<file path="config.mk">
export PLATFORM = sky130hd
export DESIGN_NAME = crtc_top
export DESIGN_NICKNAME = d
export VERILOG_FILES = /design/src/rtl/crtc_pkg.sv /design/src/rtl/crtc_filt_if.sv /design/src/rtl/crtc_top.sv /design/src/rtl/crtc_glitch_filter.sv
export SDC_FILE = /design/constraint.sdc
export NUM_CORES = 1
export LEC_CHECK = 0
export CAP_MARGIN = 20
export CORE_MARGIN = 2
export CORE_UTILIZATION = 63
export DETAILED_ROUTE_END_ITERATION = 6
export DONT_BUFFER_PORTS = 1
export PLACE_DENSITY = 0.82
export SYNTH_ARGS = -nofsm -noshare
export SYNTH_HDL_FRONTEND = slang
export SYNTH_SLANG_ARGS = --single-unit
</file>
<file path="constraint.sdc">
create_clock -name aclk -period 3.1 [get_ports aclk]
set_input_delay 0.155 -clock aclk [delete_from_list [all_inputs] [get_ports aclk]]
set_output_delay 0.155 -clock aclk [all_outputs]
set_load 0.1 [all_outputs]
</file>
<file path="src/rtl/crtc_pkg.sv">
// Constants, register map and types of the receive timing configuration block.
// Assumes a 25 MHz aclk and a sampling clock of about 32.768 kHz derived from it.
package crtc_pkg;

	// ****************************************
	// Register offsets (byte addresses)
	// ****************************************
	localparam logic [7:0]  OFF_RCR1    = 8'h00;
	localparam logic [7:0]  OFF_ADDR    = 8'h04;
	localparam logic [7:0]  OFF_REN     = 8'h08;
	localparam logic [7:0]  OFF_STAT    = 8'h0C;
	localparam logic [7:0]  OFF_MASK    = 8'h10;
	localparam logic [7:0]  OFF_RXDATA  = 8'h14;

	// ****************************************
	// Field positions and reset values
	// ****************************************
	localparam int          ACKDIS_POS  = 24;
	localparam int          HNC_LSB     = 20;
	localparam int          LNC_LSB     = 16;
	localparam int          MIN_LSB     = 12;
	localparam int          MAX_LSB     = 8;
	localparam logic [31:0] RCR1_WMASK  = 32'h0137_7700;
	localparam logic [31:0] RCR1_RESET  = 32'h0000_0000;
	localparam logic [15:0] ADDR_RESET  = 16'h0000;
	localparam int          STAT_W      = 3;
	localparam int          ST_MIN_BIT  = 0;
	localparam int          ST_MAX_BIT  = 1;
	localparam int          ST_RX_BIT   = 2;
	localparam logic [1:0]  RESP_OKAY   = 2'h0;
	localparam logic [1:0]  RESP_SLVERR = 2'h2;

	// ****************************************
	// Timing
	// ****************************************
	localparam int          CLK_HZ      = 25_000_000;
	localparam int          CLK_MHZ     = 25;
	localparam int          FS_HZ       = 32768;
	localparam int          FS_DIV      = CLK_HZ / FS_HZ;
	localparam int          ERR_LOW_US  = 3630;
	localparam int          ERR_LOW_CYC = ERR_LOW_US * CLK_MHZ;
	localparam logic [7:0]  MIN_BASE    = 8'h43;
	localparam logic [7:0]  MAX_BASE    = 8'h5A;
	localparam logic [7:0]  DATA_POINT  = 8'h22;
	localparam logic [7:0]  ACK_LOW     = 8'h31;
	localparam logic [7:0]  START_LOW   = 8'h6E;
	localparam logic [3:0]  LAST_BIT    = 4'h9;

	typedef enum logic [3:0] {
		ST_IDLE   = 4'b0001,
		ST_START  = 4'b0010,
		ST_BIT    = 4'b0100,
		ST_ERRLOW = 4'b1000
	} crtc_state_type;

endpackage

</file>
<file path="src/rtl/crtc_filt_if.sv">
// Interface between the receive controller and its line glitch filter.
// Assumes both ends run on aclk.
`timescale 1ns/1ps
interface crtc_filt_if (
	input wire logic aclk
);
	logic       sample_en;
	logic       raw;
	logic [1:0] hnc;
	logic [1:0] lnc;
	logic       level;
	logic       fall;

	modport ctrl (output sample_en, output raw, output hnc, output lnc,
		input level, input fall);
	modport filt (input sample_en, input raw, input hnc, input lnc,
		output level, output fall);
endinterface

</file>
<file path="src/rtl/crtc_top.sv">
// Receive timing configuration and checking for a single-wire control bus line.
// Assumes an AXI4-Lite master on aclk and an open-drain line outside.
`timescale 1ns/1ps
module crtc_top #(
	parameter int ERR_LOW_CYCLES = crtc_pkg::ERR_LOW_CYC,
	parameter int SAMPLE_DIV     = crtc_pkg::FS_DIV
) (
	// Clock and reset
	input  wire logic       aclk,
	input  wire logic       aresetn,
	// AXI4-Lite write
	input  wire logic [7:0] awaddr,
	input  wire logic       awvalid,
	output logic            awready,
	input  wire logic [31:0] wdata,
	input  wire logic [3:0] wstrb,
	input  wire logic       wvalid,
	output logic            wready,
	output logic [1:0]      bresp,
	output logic            bvalid,
	input  wire logic       bready,
	// AXI4-Lite read
	input  wire logic [7:0] araddr,
	input  wire logic       arvalid,
	output logic            arready,
	output logic [31:0]     rdata,
	output logic [1:0]      rresp,
	output logic            rvalid,
	input  wire logic       rready,
	// Bus line
	input  wire logic       cec_in,
	output logic            cec_out,
	output logic            cec_oe_n,
	output logic            tx_ack_sample,
	// Interrupt
	output logic            irq
);
	import crtc_pkg::*;

	// ****************************************
	// Helpers
	// ****************************************
	function automatic logic [7:0] lim(input logic [7:0] base, input logic [2:0] code);
		lim = code[2] ? base - {6'h00, code[1:0]} - 8'h01 : base + {6'h00, code[1:0]};
	endfunction

	function automatic logic [31:0] wmerge(input logic [31:0] old, input logic [31:0] nw,
		input logic [3:0] strb);
		for (int i = 0; i < 4; i++) begin
			wmerge[i*8 +: 8] = strb[i] ? nw[i*8 +: 8] : old[i*8 +: 8];
		end
	endfunction

	// ****************************************
	// Registers and state
	// ****************************************
	logic [31:0]        rcr1;
	logic [15:0]        addr_set;
	logic               rx_en;
	logic [STAT_W-1:0]  stat;
	logic [STAT_W-1:0]  mask;
	logic [9:0]         rx_data;
	logic [7:0]         aw_q;
	logic [31:0]        w_q;
	logic [3:0]         ws_q;
	logic [9:0]         div_cnt;
	logic               sample_en;
	logic [7:0]         per_cnt;
	logic [3:0]         bit_idx;
	logic [8:0]         sh;
	logic               hdr;
	logic               addressed;
	logic               ack_on;
	logic [31:0]        err_cnt;
	crtc_state_type     state;

	crtc_filt_if fi (.aclk(aclk));

	crtc_glitch_filter u_filt (
		.aclk    (aclk),
		.aresetn (aresetn),
		.fi      (fi)
	);

	// Reserved low codes fold onto their two low bits
	assign fi.sample_en = sample_en;
	assign fi.raw       = cec_in;
	assign fi.hnc       = rcr1[HNC_LSB +: 2];
	assign fi.lnc       = rcr1[LNC_LSB +: 2];

	// ****************************************
	// Decoding
	// ****************************************
	wire        lvl       = fi.level;
	wire        fall      = fi.fall;
	wire        ackdis    = rcr1[ACKDIS_POS];
	wire  [7:0] min_lim   = lim(MIN_BASE, rcr1[MIN_LSB +: 3]);
	wire  [7:0] max_lim   = lim(MAX_BASE, rcr1[MAX_LSB +: 3]);
	wire        st_bit    = state == ST_BIT;
	wire        bit_fall  = rx_en && st_bit && fall;
	wire        short_bit = bit_fall && per_cnt < min_lim;
	wire        into_ack  = bit_fall && !short_bit && bit_idx == LAST_BIT - 4'h1;
	wire        hdr_match = addr_set[sh[4:1]];
	wire        ack_want  = hdr ? hdr_match : (addressed && !ackdis);
	wire        max_hit   = rx_en && st_bit && sample_en && per_cnt == max_lim;
	wire        dpoint    = rx_en && st_bit && sample_en && per_cnt == DATA_POINT;
	wire        blk_end   = dpoint && bit_idx == LAST_BIT;
	wire        err_done  = err_cnt == 32'(ERR_LOW_CYCLES - 1);

	wire        wr_fire   = !awready && !wready && !bvalid;
	wire        wr_rcr1   = wr_fire && aw_q == OFF_RCR1;
	wire        wr_addr   = wr_fire && aw_q == OFF_ADDR;
	wire        wr_ren    = wr_fire && aw_q == OFF_REN;
	wire        wr_stat   = wr_fire && aw_q == OFF_STAT;
	wire        wr_mask   = wr_fire && aw_q == OFF_MASK;
	wire        wr_ok     = wr_rcr1 || wr_addr || wr_ren || wr_stat || wr_mask ||
		(wr_fire && aw_q == OFF_RXDATA);
	wire [31:0] rcr1_wr   = wmerge(rcr1, w_q, ws_q) & RCR1_WMASK;
	wire [31:0] addr_wr   = wmerge({16'h0000, addr_set}, w_q, ws_q);
	wire [STAT_W-1:0] stat_clr = (wr_stat && ws_q[0]) ? w_q[STAT_W-1:0] : '0;
	wire [STAT_W-1:0] stat_set = {blk_end, max_hit, short_bit};
	wire [STAT_W-1:0] next_stat = (stat & ~stat_clr) | stat_set;
	// Interrupt follows a mask write in the same cycle as the mask itself
	wire [STAT_W-1:0] next_mask = (wr_mask && ws_q[0]) ? w_q[STAT_W-1:0] : mask;

	wire        rd_hit    = araddr == OFF_RCR1 || araddr == OFF_ADDR ||
		araddr == OFF_REN || araddr == OFF_STAT || araddr == OFF_MASK ||
		araddr == OFF_RXDATA;
	wire [31:0] rd_mux    =
		(araddr == OFF_RCR1)   ? rcr1 :
		(araddr == OFF_ADDR)   ? {16'h0000, addr_set} :
		(araddr == OFF_REN)    ? {31'h0000_0000, rx_en} :
		(araddr == OFF_STAT)   ? {29'h0000_0000, stat} :
		(araddr == OFF_MASK)   ? {29'h0000_0000, mask} :
		(araddr == OFF_RXDATA) ? {22'h00_0000, rx_data} : 32'h0000_0000;

	// ****************************************
	// AXI4-Lite slave
	// ****************************************
	always_ff @(posedge aclk) begin
		if (!aresetn) begin
			awready <= 1'b1;
			wready  <= 1'b1;
			bvalid  <= 1'b0;
			bresp   <= RESP_OKAY;
			aw_q    <= 8'h00;
			w_q     <= 32'h0000_0000;
			ws_q    <= 4'h0;
		end else begin
			if (awvalid && awready) begin
				aw_q    <= awaddr;
				awready <= 1'b0;
			end
			if (wvalid && wready) begin
				w_q    <= wdata;
				ws_q   <= wstrb;
				wready <= 1'b0;
			end
			if (wr_fire) begin
				bvalid <= 1'b1;
				bresp  <= wr_ok ? RESP_OKAY : RESP_SLVERR;
			end
			if (bvalid && bready) begin
				bvalid  <= 1'b0;
				awready <= 1'b1;
				wready  <= 1'b1;
			end
		end
	end

	always_ff @(posedge aclk) begin
		if (!aresetn) begin
			arready <= 1'b1;
			rvalid  <= 1'b0;
			rdata   <= 32'h0000_0000;
			rresp   <= RESP_OKAY;
		end else if (arvalid && arready) begin
			arready <= 1'b0;
			rvalid  <= 1'b1;
			rdata   <= rd_mux;
			rresp   <= rd_hit ? RESP_OKAY : RESP_SLVERR;
		end else if (rvalid && rready) begin
			rvalid  <= 1'b0;
			arready <= 1'b1;
		end
	end

	// ****************************************
	// Software registers
	// ****************************************
	// Settings are taken as written; changing them mid-frame is not guarded
	always_ff @(posedge aclk) begin
		if (!aresetn) begin
			rcr1     <= RCR1_RESET;
			addr_set <= ADDR_RESET;
			rx_en    <= 1'b0;
			mask     <= '0;
		end else begin
			if (wr_rcr1) begin
				rcr1 <= rcr1_wr;
			end
			if (wr_addr) begin
				addr_set <= addr_wr[15:0];
			end
			if (wr_ren && ws_q[0]) begin
				rx_en <= w_q[0];
			end
			if (wr_mask && ws_q[0]) begin
				mask <= w_q[STAT_W-1:0];
			end
		end
	end

	// Set wins over a write-one clear in the same cycle
	always_ff @(posedge aclk) begin
		if (!aresetn) begin
			stat <= '0;
			irq  <= 1'b0;
		end else begin
			stat <= next_stat;
			irq  <= |(next_stat & next_mask);
		end
	end

	// ****************************************
	// Sampling clock enable
	// ****************************************
	// Integer divide runs the sampling clock slightly fast; all limits but the error low (counted in aclk) scale with it
	always_ff @(posedge aclk) begin
		if (!aresetn) begin
			div_cnt   <= 10'h000;
			sample_en <= 1'b0;
		end else begin
			sample_en <= div_cnt == 10'(SAMPLE_DIV - 1);
			div_cnt   <= (div_cnt == 10'(SAMPLE_DIV - 1)) ? 10'h000 : div_cnt + 10'h001;
		end
	end

	// Period counter restarts at each filtered fall and saturates
	always_ff @(posedge aclk) begin
		if (!aresetn) begin
			per_cnt <= 8'h00;
		end else if (fall) begin
			per_cnt <= 8'h00;
		end else if (sample_en && per_cnt != 8'hFF) begin
			per_cnt <= per_cnt + 8'h01;
		end
	end

	// ****************************************
	// Receive sequencer
	// ****************************************
	always_ff @(posedge aclk) begin
		if (!aresetn) begin
			state     <= ST_IDLE;
			bit_idx   <= 4'h0;
			sh        <= 9'h000;
			hdr       <= 1'b0;
			addressed <= 1'b0;
			ack_on    <= 1'b0;
			err_cnt   <= 32'h0000_0000;
			rx_data   <= 10'h000;
		end else if (!rx_en) begin
			state  <= ST_IDLE;
			ack_on <= 1'b0;
		end else begin
			case (state)
				ST_IDLE: begin
					if (sample_en && !lvl && per_cnt == START_LOW) begin
						state <= ST_START;
					end
				end
				ST_START: begin
					if (fall) begin
						state   <= ST_BIT;
						bit_idx <= 4'h0;
						hdr     <= 1'b1;
					end else if (per_cnt == 8'hFF) begin
						state <= ST_IDLE;
					end
				end
				ST_BIT: begin
					if (short_bit) begin
						state   <= ST_ERRLOW;
						err_cnt <= 32'h0000_0000;
						ack_on  <= 1'b0;
					end else if (max_hit) begin
						state  <= ST_IDLE;
						ack_on <= 1'b0;
					end else if (fall) begin
						bit_idx <= (bit_idx == LAST_BIT) ? 4'h0 : bit_idx + 4'h1;
						ack_on  <= into_ack && ack_want;
					end else begin
						if (sample_en && per_cnt == ACK_LOW) begin
							ack_on <= 1'b0;
						end
						if (dpoint) begin
							sh <= {sh[7:0], lvl};
						end
						if (blk_end) begin
							rx_data <= {lvl, sh[0], sh[8:1]};
							hdr     <= 1'b0;
							if (hdr) begin
								addressed <= hdr_match;
							end
							if (sh[0]) begin
								state <= ST_IDLE;
							end
						end
					end
				end
				ST_ERRLOW: begin
					err_cnt <= err_cnt + 32'h0000_0001;
					if (err_done) begin
						state <= ST_IDLE;
					end
				end
				default: begin
					state <= ST_IDLE;
				end
			endcase
		end
	end

	// ****************************************
	// Line drive
	// ****************************************
	// Drive follows the sequencer by one aclk, far below a sampling period
	always_ff @(posedge aclk) begin
		if (!aresetn) begin
			cec_out       <= 1'b0;
			cec_oe_n      <= 1'b1;
			tx_ack_sample <= 1'b1;
		end else begin
			cec_out       <= 1'b0;
			cec_oe_n      <= !(ack_on || state == ST_ERRLOW);
			tx_ack_sample <= lvl;
		end
	end

	// ****************************************
	// Assertions
	// ****************************************
	property p_data_ack;
		@(posedge aclk) disable iff (!aresetn)
		(into_ack && !hdr && addressed && !ackdis) |=> ack_on ##1 !cec_oe_n;
	endproperty
	a_data_ack: assert property (p_data_ack) else $error("data ack not driven");

	property p_data_nack;
		@(posedge aclk) disable iff (!aresetn)
		(into_ack && !hdr && ackdis) |=> !ack_on;
	endproperty
	a_data_nack: assert property (p_data_nack) else $error("suppressed ack driven");

	property p_hdr_ack;
		@(posedge aclk) disable iff (!aresetn)
		(into_ack && hdr && hdr_match) |=> ack_on ##1 !cec_oe_n;
	endproperty
	a_hdr_ack: assert property (p_hdr_ack) else $error("header ack missing");

	property p_min_err;
		@(posedge aclk) disable iff (!aresetn)
		short_bit |=> stat[ST_MIN_BIT] && state == ST_ERRLOW ##1 !cec_oe_n[*8];
	endproperty
	a_min_err: assert property (p_min_err) else $error("short bit not flagged");

	property p_min_ok;
		@(posedge aclk) disable iff (!aresetn)
		(bit_fall && per_cnt >= lim(MIN_BASE, rcr1[MIN_LSB +: 3])) |=> state != ST_ERRLOW;
	endproperty
	a_min_ok: assert property (p_min_ok) else $error("valid bit flagged short");

	property p_err_len;
		@(posedge aclk) disable iff (!aresetn)
		(state == ST_ERRLOW && err_cnt < 32'(ERR_LOW_CYCLES - 1) && rx_en) |=>
			state == ST_ERRLOW;
	endproperty
	a_err_len: assert property (p_err_len) else $error("error low cut short");

	property p_max_err;
		@(posedge aclk) disable iff (!aresetn)
		(rx_en && st_bit && sample_en && per_cnt == (rcr1[MAX_LSB + 2] ?
			MAX_BASE - 8'(rcr1[MAX_LSB +: 2]) - 8'h01 : MAX_BASE + 8'(rcr1[MAX_LSB +: 2])))
			|=> stat[ST_MAX_BIT] && state == ST_IDLE;
	endproperty
	a_max_err: assert property (p_max_err) else $error("long bit not flagged");

	property p_restart;
		@(posedge aclk) disable iff (!aresetn)
		fall |=> per_cnt == 8'h00;
	endproperty
	a_restart: assert property (p_restart) else $error("period count not restarted");

	property p_irq;
		@(posedge aclk) disable iff (!aresetn)
		irq == ((stat & mask) != '0);
	endproperty
	a_irq: assert property (p_irq) else $error("interrupt not raised");

	c_ack: cover property (@(posedge aclk) disable iff (!aresetn) into_ack && ack_want);
	c_min: cover property (@(posedge aclk) disable iff (!aresetn) short_bit);
	c_max: cover property (@(posedge aclk) disable iff (!aresetn) max_hit);
	c_blk: cover property (@(posedge aclk) disable iff (!aresetn) blk_end && sh[0]);

endmodule // crtc_top

</file>
<file path="src/rtl/crtc_glitch_filter.sv">
// Glitch filter for the bus line, counted in sampling-clock periods.
// Assumes raw is synchronous to aclk and sample_en is a one-cycle pulse.
`timescale 1ns/1ps
module crtc_glitch_filter (
	// Clock and reset
	input wire logic aclk,
	input wire logic aresetn,
	// Filter link
	crtc_filt_if.filt fi
);
	import crtc_pkg::*;

	logic [1:0] cnt;
	logic       level;
	logic       fall;
	wire        differ = fi.raw != level;
	wire  [1:0] need   = level ? fi.lnc : fi.hnc;
	wire        done   = differ && (cnt == need);

	assign fi.level = level;
	assign fi.fall  = fall;

	// Shorter runs than the selected count never reach the output
	always_ff @(posedge aclk) begin
		if (!aresetn) begin
			level <= 1'b1;
			cnt   <= 2'h0;
			fall  <= 1'b0;
		end else begin
			fall <= 1'b0;
			if (fi.sample_en) begin
				if (!differ) begin
					cnt <= 2'h0;
				end else if (done) begin
					level <= fi.raw;
					cnt   <= 2'h0;
					fall  <= level;
				end else begin
					cnt <= cnt + 2'h1;
				end
			end
		end
	end

	property p_filt_change;
		@(posedge aclk) disable iff (!aresetn)
		(level != $past(level)) |-> $past(fi.sample_en) && $past(done);
	endproperty
	a_filt_change: assert property (p_filt_change) else $error("level moved without full run");

	property p_filt_low;
		@(posedge aclk) disable iff (!aresetn)
		(fi.sample_en && differ && level && cnt < fi.lnc) |=> level;
	endproperty
	a_filt_low: assert property (p_filt_low) else $error("short low passed filter");

endmodule // crtc_glitch_filter

</file>
==> results.md <==
* Run status: completed
* # IOs at 105
* Row cnt at 42
* ANT cells at 0
* Async SR Flop Fraction at 0%
* Final nets at about 1,200
* Leak Pwr at 0.00362 uW
* Pre-CTS WS at 244 ps
* Final period utilization at just over 90%
* Mapped cell area at approximately 8500 um2
* Synth top area share at 43.8%
* Tmin final at 2880 ps
* Die height at roughly 120 um
* Yosys reg bits at between 150 and 200
* Antenna violations before repair at 0
* Via Count at 7,790
* Post-synthesis compound-gate area fraction at 13.9%
* Starting density of the core at between 60 and 70%
* Buffers on Ports at 0
* Crit path launch: rcr1[12]
* Final setup vio count at 0
* Clock power share at 43.2%
* Gr ovfl total at 0
* GRT Util Overall at 30.3%
* Setup ws final at 219 ps
* Routed wire length at ~22 mm
* Post-synthesis instance total at 1,037
* Worst-margin pin slew at ~1000 ps
* Area share of and/or/nand/nor cells after synthesis at 27.0%
* Layout cells sized above 1 at 7.63%
* Worst hold path type: in2reg
* Sequential fraction of the synthesis area at 43.8%
* P_int at around 3700 uW
* Area Overhead vs Synth at 14.2%
* WP data arrival at roughly 3300 ps
* Psw at roughly 1300 uW
* Core Area at ~13,000 um2
* Peak supply drop at around 0.45 mV
* TNS Setup at 0 ps
* Worst R2R Setup Slack at between 200 and 250 ps
* EDFF count, synth at 0
* Final hold violations at 0
* Synth top cells by count: nand2_1 (200), dfxtp_1 (186), a21oi_1 (108)
* Sequential Power Share at 50.0%
* HPWL Detailed at ~14 mm
* Most frequent cell after synthesis: nand2_1
* Number of distinct library cells after synthesis at 65
* Clock Skew at ~13 ps
* Largest net degree at the start of global routing at 74
* Crit path capture type: flop
* CP required at 3480 ps
* Max H-tree Level at 4
* CP Max Fanout at 19
* Fill count at about 980
* Die area at 14,500 um2
* Total CTS buffers at 17
* Via-to-Cell Ratio at 6.16
* 1st-iter DRT viols at 827
* Syn Area/Cell at ~8.2 um2
* DRT Pass-1 Iters at 5
* Ys Warns at 0
* Antenna viol nets, final at 0
* R2R Path Start: rcr1[12]
* Largest family of logic cells by synthesized area: simple AND/OR/NAND/NOR gates
* Clock transition at path regs at 70 ps
* Routability cong. at a little over 0.9
* CTS tree: built
* Most used flip-flop cell after synthesis: dfxtp_1
* PwrDens at 509 nW/um2
* Top post-synthesis cells by area: dfxtp_1 (44%), nand2_1 (8.8%), a21oi_1 (6.4%)
* Clock sinks at 186
* Vias in the first global route at 7,223
* Register Area at 3720 um2
* Wire length per cell at 17.1 um
* Slew headroom at 30.4%
* Worst-Skew Late Latency at 440 ps
* Synth Area in XOR/XNOR at ~2.9%
* First-pass GRT wire length at ~35 mm
* CTS Root Cell: clkbuf_16
* Max Freq at 347 MHz
* Switching share of power at 26.0%
* CP startpoint kind: flop
* Max_cap viols at 0
* Hold path start: araddr[2]
* Die width at 120 um
* Post-Synth Adder-Cell Area at 2.35%
* Bufs on Longest Clock Path at 2
* Area occupied by multi-input gates at 4410 um2
* Residual DRC at 0
* Combinational power share at 6.8%
* WS Path Type: reg2reg
* Synth area leader: dfxtp_1
* Mux contribution to synthesized area at 5.06%
* Max-slew violation count at 0
[worst paths after layout]
kind / endpoint / depth (start not counted)
worst max-delay path: err_cnt[17] / 12
worst min register to register: rresp[1] / 2
worst max register to register: err_cnt[17] / 12
worst min-delay path: rdata[1] / 3
[cells by family after synthesis]
kind of cell,Yosys count
and+or+nand+nor,479
AOI/OAI and AO/OA,198
DFF,186
buffers and inverters,91
muxes,38
xor gates and xnor gates,28
adders and majority gates,16
other,1
[stage by stage]
stage	instance area [um2]	utilization [%]	hold WS (ps)	power [uW]	instances
global route	9720	73.4	83.5	5070	1264
floorplan	8560	-	255	2770	1049
global placement	8700	65.7	220	2790	1188
detailed placement	8700	65.7	225	2800	1188
finish	9720	73.4	36.6	4950	1264
CTS	9700	73.2	30.0	4930	1262
[placed cells by master (no fill, tap or decap), types with 10 or more instances in the layout]
master	n
a21oi_1	108
a22oi_1	10
buf_4	35
clkbuf_16	17
conb_1	13
dfxtp_1	185
dlygate4sd3_1	42
ha_1	16
inv_1	18
mux2i_1	34
nand2_1	199
nand2b_1	12
nand3_1	59
nand4_1	18
nor2_1	80
nor3_1	16
nor4_1	11
o211ai_1	19
o21ai_0	25
or4_1	26
xnor2_1	10
xor2_1	18
[repair_timing]
item	4_1_cts	5_1_grt
hold buffers	42	0
hold endpoints to repair	58	0
endpoints found under the setup margin	0	16
gates resized for setup	0	3
setup buffers	0	2
[flip-flops by register name, indices dropped and copies added, names as in the netlist, 4 cells and up]
signal    cells
rx_data      10
bit_idx       4
err_cnt      32
rcr1         12
per_cnt       8
w_q          22
rdata        22
addr_set     16
state         4
sh            9
ws_q          4
div_cnt      10
aw_q          8
[power groups by stage]
stage / Combinational (uW) / Clock (uW) / Sequential (uW)
6_report: 336 / 2140 / 2470
5_1_grt: 359 / 2240 / 2470
4_1_cts: 325 / 2130 / 2470
3_5_place_dp: 274 / 0 / 2520
3_3_place_gp: 270 / 0 / 2520
2_1_floorplan: 217 / 0 / 2550
[critical path, stage by stage (launching register included)]
cell and delay (ps):
dfxtp_2 350, ha_1 230, nand2_2 110, inv_1 50
ha_1 290, a211oi_1 210, nand2_1 150, a2111oi_4 430
buf_4 180, o21ai_1 100, buf_12 170, or4_1 460
nand2_1 80
[cell type report]
| class | count | share of cell area (%) |
|---|---|---|
| timing repair buffer | 79 | 7.35 |
| multi-input combinational | 772 | 45.4 |
| clock buffer | 19 | 4.56 |
| inverter | 19 | 0.747 |
| tap | 176 | 2.27 |
| sequential | 186 | 38.3 |
| clock inverter | 13 | 1.35 |
[routing by layer]
metal  track usage (%)  share of wire [%]  vias up
met5                 0                  0        -
met4              9.88                2.1        0
met3              6.27                7.6       48
met2              47.3                 46      342
met1              42.3                 44     3688
li1                  -                  -     3712
(Power assumes the default switching activity.)
